--- config.mk ---
export PLATFORM = sky130hd
export DESIGN_NAME = clk_src_ctrl
export DESIGN_NICKNAME = d
export VERILOG_FILES = /design/src/clk_src_pkg.sv /design/src/clk_src_ctrl.sv
export SDC_FILE = /design/constraint.sdc
export NUM_CORES = 1
export LEC_CHECK = 0
export ABC_AREA = 1
export BUFFER_PORTS_ARGS = -buffer_cell sky130_fd_sc_hd__buf_4
export CORE_MARGIN = 2
export CORE_UTILIZATION = 45
export DETAILED_ROUTE_END_ITERATION = 8
export PLACE_DENSITY_LB_ADDON = 0.3
export SYNTH_ARGS = -nofsm -noshare
export SYNTH_HDL_FRONTEND = slang
export SYNTH_SLANG_ARGS = --single-unit
export TNS_END_PERCENT = 10
--- constraint.sdc ---
create_clock -name ref_clk -period 2.1 [get_ports ref_clk]
set_input_delay 0.105 -clock ref_clk [delete_from_list [all_inputs] [get_ports ref_clk]]
set_output_delay 0.105 -clock ref_clk [all_outputs]
set_load 0.1 [all_outputs]
--- src/clk_src_pkg.sv ---
// package: offsets, fields, reset values, timing and types of the clock-source control
package clk_src_pkg;
  // register byte offsets
  localparam logic [31:0] CTRL_OFS = 32'h0000_0000;
  localparam logic [31:0] STAT_OFS = 32'h0000_0004;
  localparam logic [31:0] TUNE_OFS = 32'h0000_0008;
  // control register fields
  localparam int SCS_LSB = 0;
  localparam int IFS_LSB = 3;
  localparam int SWMUL_BIT = 7;
  // status register fields
  localparam int FAST_RDY_BIT = 0;
  localparam int FAST_LCK_BIT = 1;
  localparam int FAST_STB_BIT = 2;
  localparam int MID_RDY_BIT = 3;
  localparam int OST_DONE_BIT = 4;
  // reset values
  localparam logic [1:0] SCS_RST = 2'h0;
  localparam logic [3:0] IFS_RST = 4'h7;
  localparam logic [5:0] TUNE_RST = 6'h00;
  // oscillator mode codes of the configuration field
  localparam logic [2:0] MODE_LOW_GAIN = 3'h0;
  localparam logic [2:0] MODE_MED_GAIN = 3'h1;
  localparam logic [2:0] MODE_HIGH_GAIN = 3'h2;
  localparam logic [2:0] MODE_RC = 3'h3;
  localparam logic [2:0] MODE_INTERNAL = 3'h4;
  // frequency select decode
  localparam logic [3:0] IFS_MID_MIN = 4'h2;
  localparam logic [3:0] IFS_MID_MAX = 4'h7;
  localparam logic [3:0] IFS_FAST_MIN = 4'h8;
  // timing
  localparam int OST_COUNT = 1024;
  localparam int CLK_MHZ = 200;
  localparam int SETTLE_NS = 1000;
  localparam int SETTLE_CYC = (SETTLE_NS * CLK_MHZ + 999) / 1000;
  // bus responses
  localparam logic [1:0] RESP_OKAY = 2'h0;
  localparam logic [1:0] RESP_SLVERR = 2'h2;

  typedef enum logic [1:0] {
    ST_IDLE = 2'b00,
    ST_COUNT = 2'b01,
    ST_DONE = 2'b11
  } ost_state_t;

  typedef enum logic [1:0] {
    SRC_PRIMARY = 2'h0,
    SRC_SECONDARY = 2'h1,
    SRC_INTERNAL = 2'h2
  } sys_src_t;

  typedef struct packed {
    logic [31:0] awaddr;
    logic awvalid;
    logic [31:0] wdata;
    logic [3:0] wstrb;
    logic wvalid;
    logic bready;
    logic [31:0] araddr;
    logic arvalid;
    logic rready;
  } axi_req_t;

  typedef struct packed {
    logic awready;
    logic wready;
    logic [1:0] bresp;
    logic bvalid;
    logic arready;
    logic [31:0] rdata;
    logic [1:0] rresp;
    logic rvalid;
  } axi_rsp_t;
endpackage

--- src/clk_src_ctrl.sv ---
// clock-source control: start-up counter, multiplier, source select, internal oscillators
`timescale 1ns/100ps
module clk_src_ctrl #(
  parameter int OST_CYCLES = clk_src_pkg::OST_COUNT,
  parameter int SETTLE_CYCLES = clk_src_pkg::SETTLE_CYC
) (
  // clock and reset
  input wire logic ref_clk,
  input wire logic resetn,
  // register bus
  input wire clk_src_pkg::axi_req_t axi_req,
  output clk_src_pkg::axi_rsp_t axi_rsp,
  // configuration word bits
  input wire logic [2:0] osc_mode,
  input wire logic config_multiplier_enable,
  input wire logic clock_output_config_bit,
  input wire logic clock_failure_monitor,
  input wire logic dual_speed_enable,
  // start-up events, same clock domain
  input wire logic power_up_delay_done,
  input wire logic wake_pulse,
  // pin and analog status, asynchronous
  input wire logic primary_osc_input_pin,
  input wire logic fast_run_in,
  input wire logic fast_lock_in,
  input wire logic fast_stab_in,
  input wire logic mid_run_in,
  // clock path control
  output clk_src_pkg::sys_src_t sys_src,
  output logic multiplier_on,
  output logic cpu_hold,
  output logic run_internal,
  output logic startup_done,
  output logic fast_osc_enable,
  output logic fast_startup_osc_enable,
  output logic fast_loop_enable,
  output logic mid_osc_enable,
  output logic [3:0] postscale_sel,
  output logic [5:0] fast_tune,
  output logic [5:0] mid_tune,
  // oscillator pin functions
  output logic primary_pin_gpio,
  output logic secondary_pin_clock_out,
  output logic secondary_pin_gpio
);
  localparam int NSYNC = 5;
  localparam int CW = $clog2(OST_CYCLES + 1);
  localparam int SW = $clog2(SETTLE_CYCLES + 1);

  // software state
  logic [1:0] scs_r;
  logic [3:0] ifs_r;
  logic sw_mul_r;
  logic [5:0] tune_r;
  // bus state
  logic awready_r;
  logic bvalid_r;
  logic [1:0] bresp_r;
  logic arready_r;
  logic rvalid_r;
  logic [31:0] rdata_r;
  logic [1:0] rresp_r;
  // synchronisers
  logic [NSYNC-1:0] async_in;
  logic [NSYNC-1:0] s1_r;
  logic [NSYNC-1:0] s2_r;
  logic [NSYNC-1:0] s3_r;
  logic [NSYNC-1:0] filt_r;
  logic pin_d_r;
  logic pin_rise;
  // start-up counter, mode decode, settle counter, bus strobes and register read views
  clk_src_pkg::ost_state_t st_r;
  logic [CW-1:0] cnt_r;
  logic crystal;
  logic internal_mode;
  logic [SW-1:0] settle_r;
  logic wr_fire;
  logic rd_fire;
  logic [7:0] ctrl_rd;
  logic [7:0] stat_rd;

  assign crystal = (osc_mode == clk_src_pkg::MODE_LOW_GAIN) ||
                   (osc_mode == clk_src_pkg::MODE_MED_GAIN) ||
                   (osc_mode == clk_src_pkg::MODE_HIGH_GAIN);
  assign internal_mode = (osc_mode == clk_src_pkg::MODE_INTERNAL);

  // three-stage synchronisers; a change counts only when stages two and three agree
  assign async_in = {mid_run_in, fast_stab_in, fast_lock_in, fast_run_in,
                     primary_osc_input_pin};
  genvar gi;
  generate
    for (gi = 0; gi < NSYNC; gi++) begin : g_sync
      always_ff @(posedge ref_clk or negedge resetn) begin
        if (!resetn) begin
          s1_r[gi] <= 1'b0;
          s2_r[gi] <= 1'b0;
          s3_r[gi] <= 1'b0;
          filt_r[gi] <= 1'b0;
        end else begin
          s1_r[gi] <= async_in[gi];
          s2_r[gi] <= s1_r[gi];
          s3_r[gi] <= s2_r[gi];
          if (s2_r[gi] == s3_r[gi]) begin
            filt_r[gi] <= s3_r[gi];
          end
        end
      end
    end
  endgenerate

  // primary pin edge; pin must run well below a quarter of ref_clk
  always_ff @(posedge ref_clk or negedge resetn) begin
    if (!resetn) begin
      pin_d_r <= 1'b0;
    end else begin
      pin_d_r <= filt_r[0];
    end
  end
  assign pin_rise = filt_r[0] && !pin_d_r;

  // start-up counter; a wake restarts it from zero wherever it stands
  always_ff @(posedge ref_clk or negedge resetn) begin
    if (!resetn) begin
      st_r <= clk_src_pkg::ST_IDLE;
      cnt_r <= '0;
    end else if (wake_pulse) begin
      st_r <= crystal ? clk_src_pkg::ST_COUNT : clk_src_pkg::ST_DONE;
      cnt_r <= '0;
    end else begin
      case (st_r)
        clk_src_pkg::ST_IDLE: begin
          cnt_r <= '0;
          if (power_up_delay_done) begin
            st_r <= crystal ? clk_src_pkg::ST_COUNT : clk_src_pkg::ST_DONE;
          end
        end
        clk_src_pkg::ST_COUNT: begin
          if (pin_rise) begin
            if (cnt_r == CW'(OST_CYCLES - 1)) begin
              st_r <= clk_src_pkg::ST_DONE;
            end
            cnt_r <= cnt_r + 1'b1;
          end
        end
        clk_src_pkg::ST_DONE: begin
          st_r <= clk_src_pkg::ST_DONE;
        end
        default: begin
          st_r <= clk_src_pkg::ST_IDLE;
        end
      endcase
    end
  end

  // execution control while the count runs
  always_ff @(posedge ref_clk or negedge resetn) begin
    if (!resetn) begin
      startup_done <= 1'b0;
      cpu_hold <= 1'b1;
      run_internal <= 1'b0;
    end else begin
      startup_done <= (st_r == clk_src_pkg::ST_DONE);
      cpu_hold <= (st_r != clk_src_pkg::ST_DONE) &&
                  !(clock_failure_monitor || dual_speed_enable);
      run_internal <= (st_r != clk_src_pkg::ST_DONE) && crystal &&
                      (clock_failure_monitor || dual_speed_enable);
    end
  end

  // source select, multiplier and pin functions
  always_ff @(posedge ref_clk or negedge resetn) begin
    if (!resetn) begin
      sys_src <= clk_src_pkg::SRC_PRIMARY;
      multiplier_on <= 1'b0;
      primary_pin_gpio <= 1'b0;
      secondary_pin_clock_out <= 1'b0;
      secondary_pin_gpio <= 1'b0;
    end else begin
      if (scs_r[1]) begin
        sys_src <= clk_src_pkg::SRC_INTERNAL;
      end else if (scs_r[0]) begin
        sys_src <= clk_src_pkg::SRC_SECONDARY;
      end else begin
        sys_src <= clk_src_pkg::SRC_PRIMARY;
      end
      // config bit alone suffices, so software cannot turn it off
      multiplier_on <= config_multiplier_enable || sw_mul_r;
      primary_pin_gpio <= internal_mode;
      secondary_pin_clock_out <= (internal_mode || osc_mode == clk_src_pkg::MODE_RC) &&
                                 clock_output_config_bit;
      secondary_pin_gpio <= (internal_mode || osc_mode == clk_src_pkg::MODE_RC) &&
                            !clock_output_config_bit;
    end
  end

  // internal oscillator enables; fast needs mid as its loop reference
  always_ff @(posedge ref_clk or negedge resetn) begin
    if (!resetn) begin
      fast_osc_enable <= 1'b0;
      mid_osc_enable <= 1'b0;
      postscale_sel <= clk_src_pkg::IFS_RST;
      fast_tune <= clk_src_pkg::TUNE_RST;
      mid_tune <= clk_src_pkg::TUNE_RST;
    end else begin
      fast_osc_enable <= (ifs_r >= clk_src_pkg::IFS_FAST_MIN) &&
                         (internal_mode || scs_r[1]);
      mid_osc_enable <= (internal_mode || scs_r[1]) &&
                        (ifs_r >= clk_src_pkg::IFS_MID_MIN);
      postscale_sel <= ifs_r;
      // the slow oscillator has no tuning port at all
      fast_tune <= tune_r;
      mid_tune <= tune_r;
    end
  end

  // start-up oscillator runs until the settle time elapses, then the loop takes over
  always_ff @(posedge ref_clk or negedge resetn) begin
    if (!resetn) begin
      settle_r <= '0;
      fast_startup_osc_enable <= 1'b0;
      fast_loop_enable <= 1'b0;
    end else if (!fast_osc_enable) begin
      settle_r <= '0;
      fast_startup_osc_enable <= 1'b0;
      fast_loop_enable <= 1'b0;
    end else begin
      if (settle_r != SW'(SETTLE_CYCLES)) begin
        settle_r <= settle_r + 1'b1;
      end
      fast_startup_osc_enable <= (settle_r != SW'(SETTLE_CYCLES));
      fast_loop_enable <= (settle_r == SW'(SETTLE_CYCLES));
    end
  end

  // register read views
  assign ctrl_rd = {sw_mul_r, ifs_r, 1'b0, scs_r};
  assign stat_rd = {3'h0, startup_done, filt_r[4], filt_r[3], filt_r[2],
                    filt_r[1]};

  // write channel: address and data taken together, one write in flight
  assign wr_fire = awready_r;
  always_ff @(posedge ref_clk or negedge resetn) begin
    if (!resetn) begin
      awready_r <= 1'b0;
      bvalid_r <= 1'b0;
      bresp_r <= clk_src_pkg::RESP_OKAY;
    end else begin
      awready_r <= axi_req.awvalid && axi_req.wvalid && !awready_r && !bvalid_r;
      if (wr_fire) begin
        bvalid_r <= 1'b1;
        bresp_r <= (axi_req.awaddr == clk_src_pkg::CTRL_OFS ||
                    axi_req.awaddr == clk_src_pkg::STAT_OFS ||
                    axi_req.awaddr == clk_src_pkg::TUNE_OFS) ?
                   clk_src_pkg::RESP_OKAY : clk_src_pkg::RESP_SLVERR;
      end else if (bvalid_r && axi_req.bready) begin
        bvalid_r <= 1'b0;
      end
    end
  end

  // software registers; status is read-only and ignores writes
  always_ff @(posedge ref_clk or negedge resetn) begin
    if (!resetn) begin
      scs_r <= clk_src_pkg::SCS_RST;
      ifs_r <= clk_src_pkg::IFS_RST;
      sw_mul_r <= 1'b0;
      tune_r <= clk_src_pkg::TUNE_RST;
    end else if (wr_fire && axi_req.wstrb[0]) begin
      if (axi_req.awaddr == clk_src_pkg::CTRL_OFS) begin
        scs_r <= axi_req.wdata[clk_src_pkg::SCS_LSB +: 2];
        ifs_r <= axi_req.wdata[clk_src_pkg::IFS_LSB +: 4];
        sw_mul_r <= axi_req.wdata[clk_src_pkg::SWMUL_BIT];
      end
      if (axi_req.awaddr == clk_src_pkg::TUNE_OFS) begin
        tune_r <= axi_req.wdata[5:0];
      end
    end
  end

  // read channel: one read in flight
  assign rd_fire = arready_r;
  always_ff @(posedge ref_clk or negedge resetn) begin
    if (!resetn) begin
      arready_r <= 1'b0;
      rvalid_r <= 1'b0;
      rdata_r <= 32'h0000_0000;
      rresp_r <= clk_src_pkg::RESP_OKAY;
    end else begin
      arready_r <= axi_req.arvalid && !arready_r && !rvalid_r;
      if (rd_fire) begin
        rvalid_r <= 1'b1;
        rresp_r <= clk_src_pkg::RESP_OKAY;
        case (axi_req.araddr)
          clk_src_pkg::CTRL_OFS: rdata_r <= {24'h000000, ctrl_rd};
          clk_src_pkg::STAT_OFS: rdata_r <= {24'h000000, stat_rd};
          clk_src_pkg::TUNE_OFS: rdata_r <= {26'h0000000, tune_r};
          default: begin
            rdata_r <= 32'h0000_0000;
            rresp_r <= clk_src_pkg::RESP_SLVERR;
          end
        endcase
      end else if (rvalid_r && axi_req.rready) begin
        rvalid_r <= 1'b0;
      end
    end
  end

  // bus outputs in one assignment, so the struct port has a single driver
  assign axi_rsp = '{awready: awready_r, wready: awready_r, bresp: bresp_r, bvalid: bvalid_r,
                     arready: arready_r, rdata: rdata_r, rresp: rresp_r, rvalid: rvalid_r};
endmodule

# ---- Word level (Yosys, flattened, before mapping)
# Cells that the tools add are included.
dict set report word_totals {
  reg_bits 118
  out_inout_bits 70
  in_bits 121
}
dict set report classes {
  order_cmp 2
  n_addsub 2
  mux 22
  reduce_logical 43
  n_eq_ne 23
}
# cell count
set op_table {}
lappend op_table {{32-bit by 3-bit == test with 1-bit output, second input constant} 2}
lappend op_table {{32-bit by 4-bit == test with 1-bit output, second input constant} 2}
lappend op_table {{32-bit zero test} 2}
lappend op_table {{8-bit case mux with 3 select lines} 1}
lappend op_table {{11-bit 2-to-1 mux} 2}
lappend op_table {{11-bit case mux with 2 select lines} 1}
lappend op_table {{1-bit logical AND} 16}
lappend op_table {{2-bit 2-to-1 mux} 8}
lappend op_table {{8-bit 2-to-1 mux} 2}
lappend op_table {{11-bit by 1-bit adder with 11-bit output, second input constant} 1}
lappend op_table {{11-bit by 10-bit == test with 1-bit output, second input constant} 1}
lappend op_table {{3-bit != test, second input constant} 3}
lappend op_table {{8-bit by 1-bit adder with 8-bit output, second input constant} 1}
lappend op_table {{8-bit == test, second input constant} 1}
lappend op_table {{1-bit logical OR} 8}
lappend op_table {{8-bit != test, second input constant} 1}
lappend op_table {{1-bit zero test} 7}
lappend op_table {{1-bit 2-to-1 mux} 7}
lappend op_table {{3-bit by 2-bit == test with 1-bit output, second input constant} 2}
lappend op_table {{2-bit case mux with 3 select lines} 1}
lappend op_table {{2-bit AND reduction} 3}
lappend op_table {{1-bit == test} 5}
lappend op_table {{4-bit by 2-bit >= comparator with 1-bit output, second input constant} 1}
lappend op_table {{4-bit >= comparator, second input constant} 1}
lappend op_table {{12 further kinds} 13}

# ---- Logic depth before layout (Yosys ltp)
dict set report depth {
  ltp_word 7
  depth_mapped 10
  depth_no_buf 9
}

# ---- Worst setup path after synthesis
# Ideal clock, no wire load.
dict set report synth_timing {
  path_kind {flip-flop to flip-flop}
  startpoint {reg fast_osc_enable}
  endpoint {reg settle_r[0]}
  t_required_ns 2.016
  t_arrival_ns 1.449
  path_buffers 0
  path_slack_ns 0.568
  path_stages_with_launch 5
  path_cell_list {dfrtp_1 > inv_1 > nor2_1 > nand2_1 > o21ai_0}
}
dict set report synth_via {
  elab_chain_cells 1
}
# element line_no
set synth_lines {}
lappend synth_lines {{start: declaration} clk_src_ctrl.sv:34} ;# output logic fast_osc_enable,
lappend synth_lines {{start signal: assignment} clk_src_ctrl.sv:205} ;# fast_osc_enable <= (ifs_r >= clk_src_pkg::IFS_FAST_MIN) &&
lappend synth_lines {{2-bit by 1-bit != test with 1-bit output (no line) / 8-bit 2-to-1 mux (equally long branches)} -}
lappend synth_lines {{end signal: assignment} clk_src_ctrl.sv:228} ;# settle_r <= settle_r + 1'b1;
lappend synth_lines {{end: declaration} clk_src_ctrl.sv:76} ;# logic [SW-1:0] settle_r;
# Parallel ways exist; a longest one is shown, timed or not.
# A chain may end at the register's enable or synchronous reset.

# ---- Final worst setup path
dict set report layout_timing {
  startpoint {reg cnt_r[0]}
  endpoint {reg st_r[1]}
}
dict set report layout_via {
  elab_chain_cells 3
}
# element line_no
set layout_lines {}
lappend layout_lines {{start: declaration} clk_src_ctrl.sv:73} ;# logic [CW-1:0] cnt_r;
lappend layout_lines {{start signal: assignment} clk_src_ctrl.sv:142} ;# cnt_r <= cnt_r + 1'b1;
lappend layout_lines {{11-bit by 10-bit == test with 1-bit output} clk_src_ctrl.sv:139} ;# if (cnt_r == CW'(OST_CYCLES - 1)) begin
lappend layout_lines {{3-bit != test (no line)} -}
lappend layout_lines {{3-bit AND reduction (no line)} -}
lappend layout_lines {{end signal: assignment} clk_src_ctrl.sv:140} ;# st_r <= clk_src_pkg::ST_DONE;
lappend layout_lines {{end signal: assignment} clk_src_ctrl.sv:146} ;# st_r <= clk_src_pkg::ST_DONE;
lappend layout_lines {{end signal: assignment} clk_src_ctrl.sv:149} ;# st_r <= clk_src_pkg::ST_IDLE;
lappend layout_lines {{end: declaration} clk_src_ctrl.sv:72} ;# clk_src_pkg::ost_state_t st_r;
# No other way between the ends.

==> flow_summary.ini <==
[finish]
syn_to_final_growth_pct = 32.4
drive_gt1_frac = 0.303
finalNetCount = 753
antenna_cells = 0

[routing]
avgRoutedWirePerCell_um = 11.7
routed_wl_um = 8900
drtAntennaViolNets = 0
num_vias = 3487
drtIter0Drc = 89
vias_per_cell = 4.58
first_pass_iters = 4
drc = 0

[clock_tree]
cts_root_buffer = clkbuf_8
clockBufferDepth = 2
tritoncts = built
clock_sinks = 92
cts_buffers = 9
clk-insertion-delay-late_ps = 350
clk_pin_slew_worst_paths_ps = 70
postCtsSetupBuffers = 0
cts_htree_levels = 3
ctsResizeCount = 0
cts_hold_buf = 23

[sta]
finalClockSkew_ps = 11.7
period_minus_slack_ps = 1410
fmax_mhz = 709
setup_tns_ps = 0
min_period_over_period = 0.671
setup_violations = 0
rsz0062_at_grt = no
finalHoldViolCount = 0
slew_viol_final = 0
slew_headroom = 0.662
tightestPinTransition_ps = 507

[place]
io_buffer_count = 137
place_congestion = 0.825
dpl.hpwl_um = 6800

[synth]
async_flop_share = 1.00
synthSimpleGateAreaFrac = 0.281
syn_area_mm2 = 0.00427
synth_cell_types = 40
synth_compound_area_frac = 0.0416
avgSynthCellArea_um2 = 9.05
synth-xor-area-share = 0.00410
ys.flop_type = dfrtp_1
synthCells = 472
synth_mux_area_frac = 0
ys.warnings.count = 0
synth_top_family_by_area = simple AND/OR/NAND/NOR gates
ys_seq_area_frac = 0.541
synth_edf_count = 0
synth_fa_ha_area_frac = 0.0205
ys_ff_latch = 92

[worst_setup_path]
critPathLaunchType = flop
critPathMostFrequentCell = nand3_1
cp.required_ps = 2380
crit_path_max_fanout = 4
slowest_stage = dfrtp_1
end_kind = flop
cpPeakStageDelay_ps = 390
crit_chain = ha_1, nand3_1, nor3_1, nand3_1, nor2_2, o21ai_1, nor2_1
path_class = reg2reg
arrival_ps = 1690

[grt]
grt_antenna_before_repair = 0
grt_overflow = 0
grt_use_total = 0.183
grt_pass1_vias = 3478
grt_pass1_wl_um = 15100
grt_max_degree = 41

[power]
powerDensity_mw_per_mm2 = 657
peakVddDrop_mv = 0.360
power.leakage_nw = 2.97
power.total_w = 0.00372

[floorplan]
dieArea_mm2 = 0.0103
ios = 191
coreArea_mm2 = 0.00924
die_h_um = 101
die_w_um = 101
floorplan.rows = 35
start_util = 0.462

[status]
status = finished, final reports clean

[hold_path]
worstHoldPathType = in2reg

[run]
cap_violations = 0
## kinds of logic (layout without fill, tap and decap cells)
family,count (synthesis),after routing
AOI/OAI and AO/OA,32,32
DFF,92,92
xor gates and xnor gates,2,2
other,1,26
and+or+nand+nor,250,250
adders and majority gates,8,8
buffers and inverters,87,223
## metal layers
metal,routed length (µm),GRT usage,up-vias
li1,-,-,1743
met2,4510,0.320,86
met4,189,0.0738,0
met3,402,0.0386,16
met5,0,0,-
met1,3800,0.222,1642
## Yosys cell counts (3+ instances only)
master	number	area, µm²
nor2_2	8	50.1
nor2_4	4	45.0
ha_1	3	37.5
nand2_4	3	33.8
buf_4	37	278
maj3_1	5	50.1
inv_1	40	150
nand4_1	4	25.0
dfstp_2	7	184
o21ai_1	5	25.0
nand2_2	4	25.0
nor2_1	65	244
inv_2	5	18.8
dfrtp_1	85	2130
a21oi_1	10	50.1
nand2_1	104	390
nand3_1	39	195
nor3_1	7	35.0
o21ai_0	11	55.1
## cell type report
| class | count | area [µm²] |
|---|---|---|
| Clock buffer | 15 | 146 |
| Fill cell | 800 | 3580 |
| Inverter | 46 | 174 |
| Multi-Input combinational cell | 318 | 1580 |
| Sequential cell | 92 | 2310 |
| Tap cell | 129 | 161 |
| Timing Repair Buffer | 162 | 1290 |
## power breakdown
| part | internal [W] | switching, W | leakage (nW) |
|---|---|---|---|
| logic | 0.000232 | 0.000622 | 1.72 |
| clock network | 0.000428 | 0.000554 | 0.0718 |
| registers | 0.00183 | 0.0000458 | 1.19 |
## worst max-delay path, delay by kind of cell (launching register included)
family / cells / cell delay (ps)
AO/OA/AOI/OAI: 1 / 60
adder cells (fa/ha/maj): 1 / 190
flip-flops: 1 / 390
AND/OR/NAND/NOR: 5 / 700
## cell usage in the layout, fill, tap and decap left out, types with 6 or more instances in the layout
cell	synthesis	final
buf_4	37	138
conb_1	1	26
clkbuf_1	2	6
a21oi_1	10	10
nor2_2	8	8
nor2_1	65	65
inv_1	40	40
nand3_1	39	39
clkbuf_8	0	9
nand2_1	104	104
dlygate4sd3_1	0	23
o21ai_0	11	11
dfstp_2	7	7
dfrtp_1	85	85
nor3_1	7	7
## sequential cells by signal, indices dropped and copies added, names as in the netlist, 4 cells and up
| register | flops |
|---|---|
| mid_tune | 6 |
| ifs_r | 4 |
| rdata_r | 8 |
| cnt_r | 11 |
| settle_r | 8 |
| tune_r | 6 |
| postscale_sel | 4 |
| s1_r | 5 |
| s3_r | 5 |
| filt_r | 5 |
| s2_r | 5 |
## through the flow
stage	utilization	setup WS, ps	cell area, µm²	std cells	hold slack [ps]
CTS	0.612	673	5660	762	9.49
global route	0.612	469	5660	762	31.1
finish	0.612	690	5660	762	17.7
global placement	0.572	731	5280	724	104
detailed placement	0.572	697	5280	724	111
floorplan	-	568	4370	497	-191
## path summary, 6_finish.rpt
check / depth (start not counted) / start / end / slack, ps
min in group asynchronous: 2 / resetn / fast_startup_osc_enable / 260
max reg2reg: 7 / cnt_r[0] / st_r[1] / 690
max in group asynchronous: 3 / resetn / ifs_r[2] / 1130
min: 3 / axi_req[46] / ifs_r[3] / 20
min reg2reg: 0 / s1_r[3] / s2_r[3] / 350
max: 7 / cnt_r[0] / st_r[1] / 690
Power figures use the tool's default switching activity.
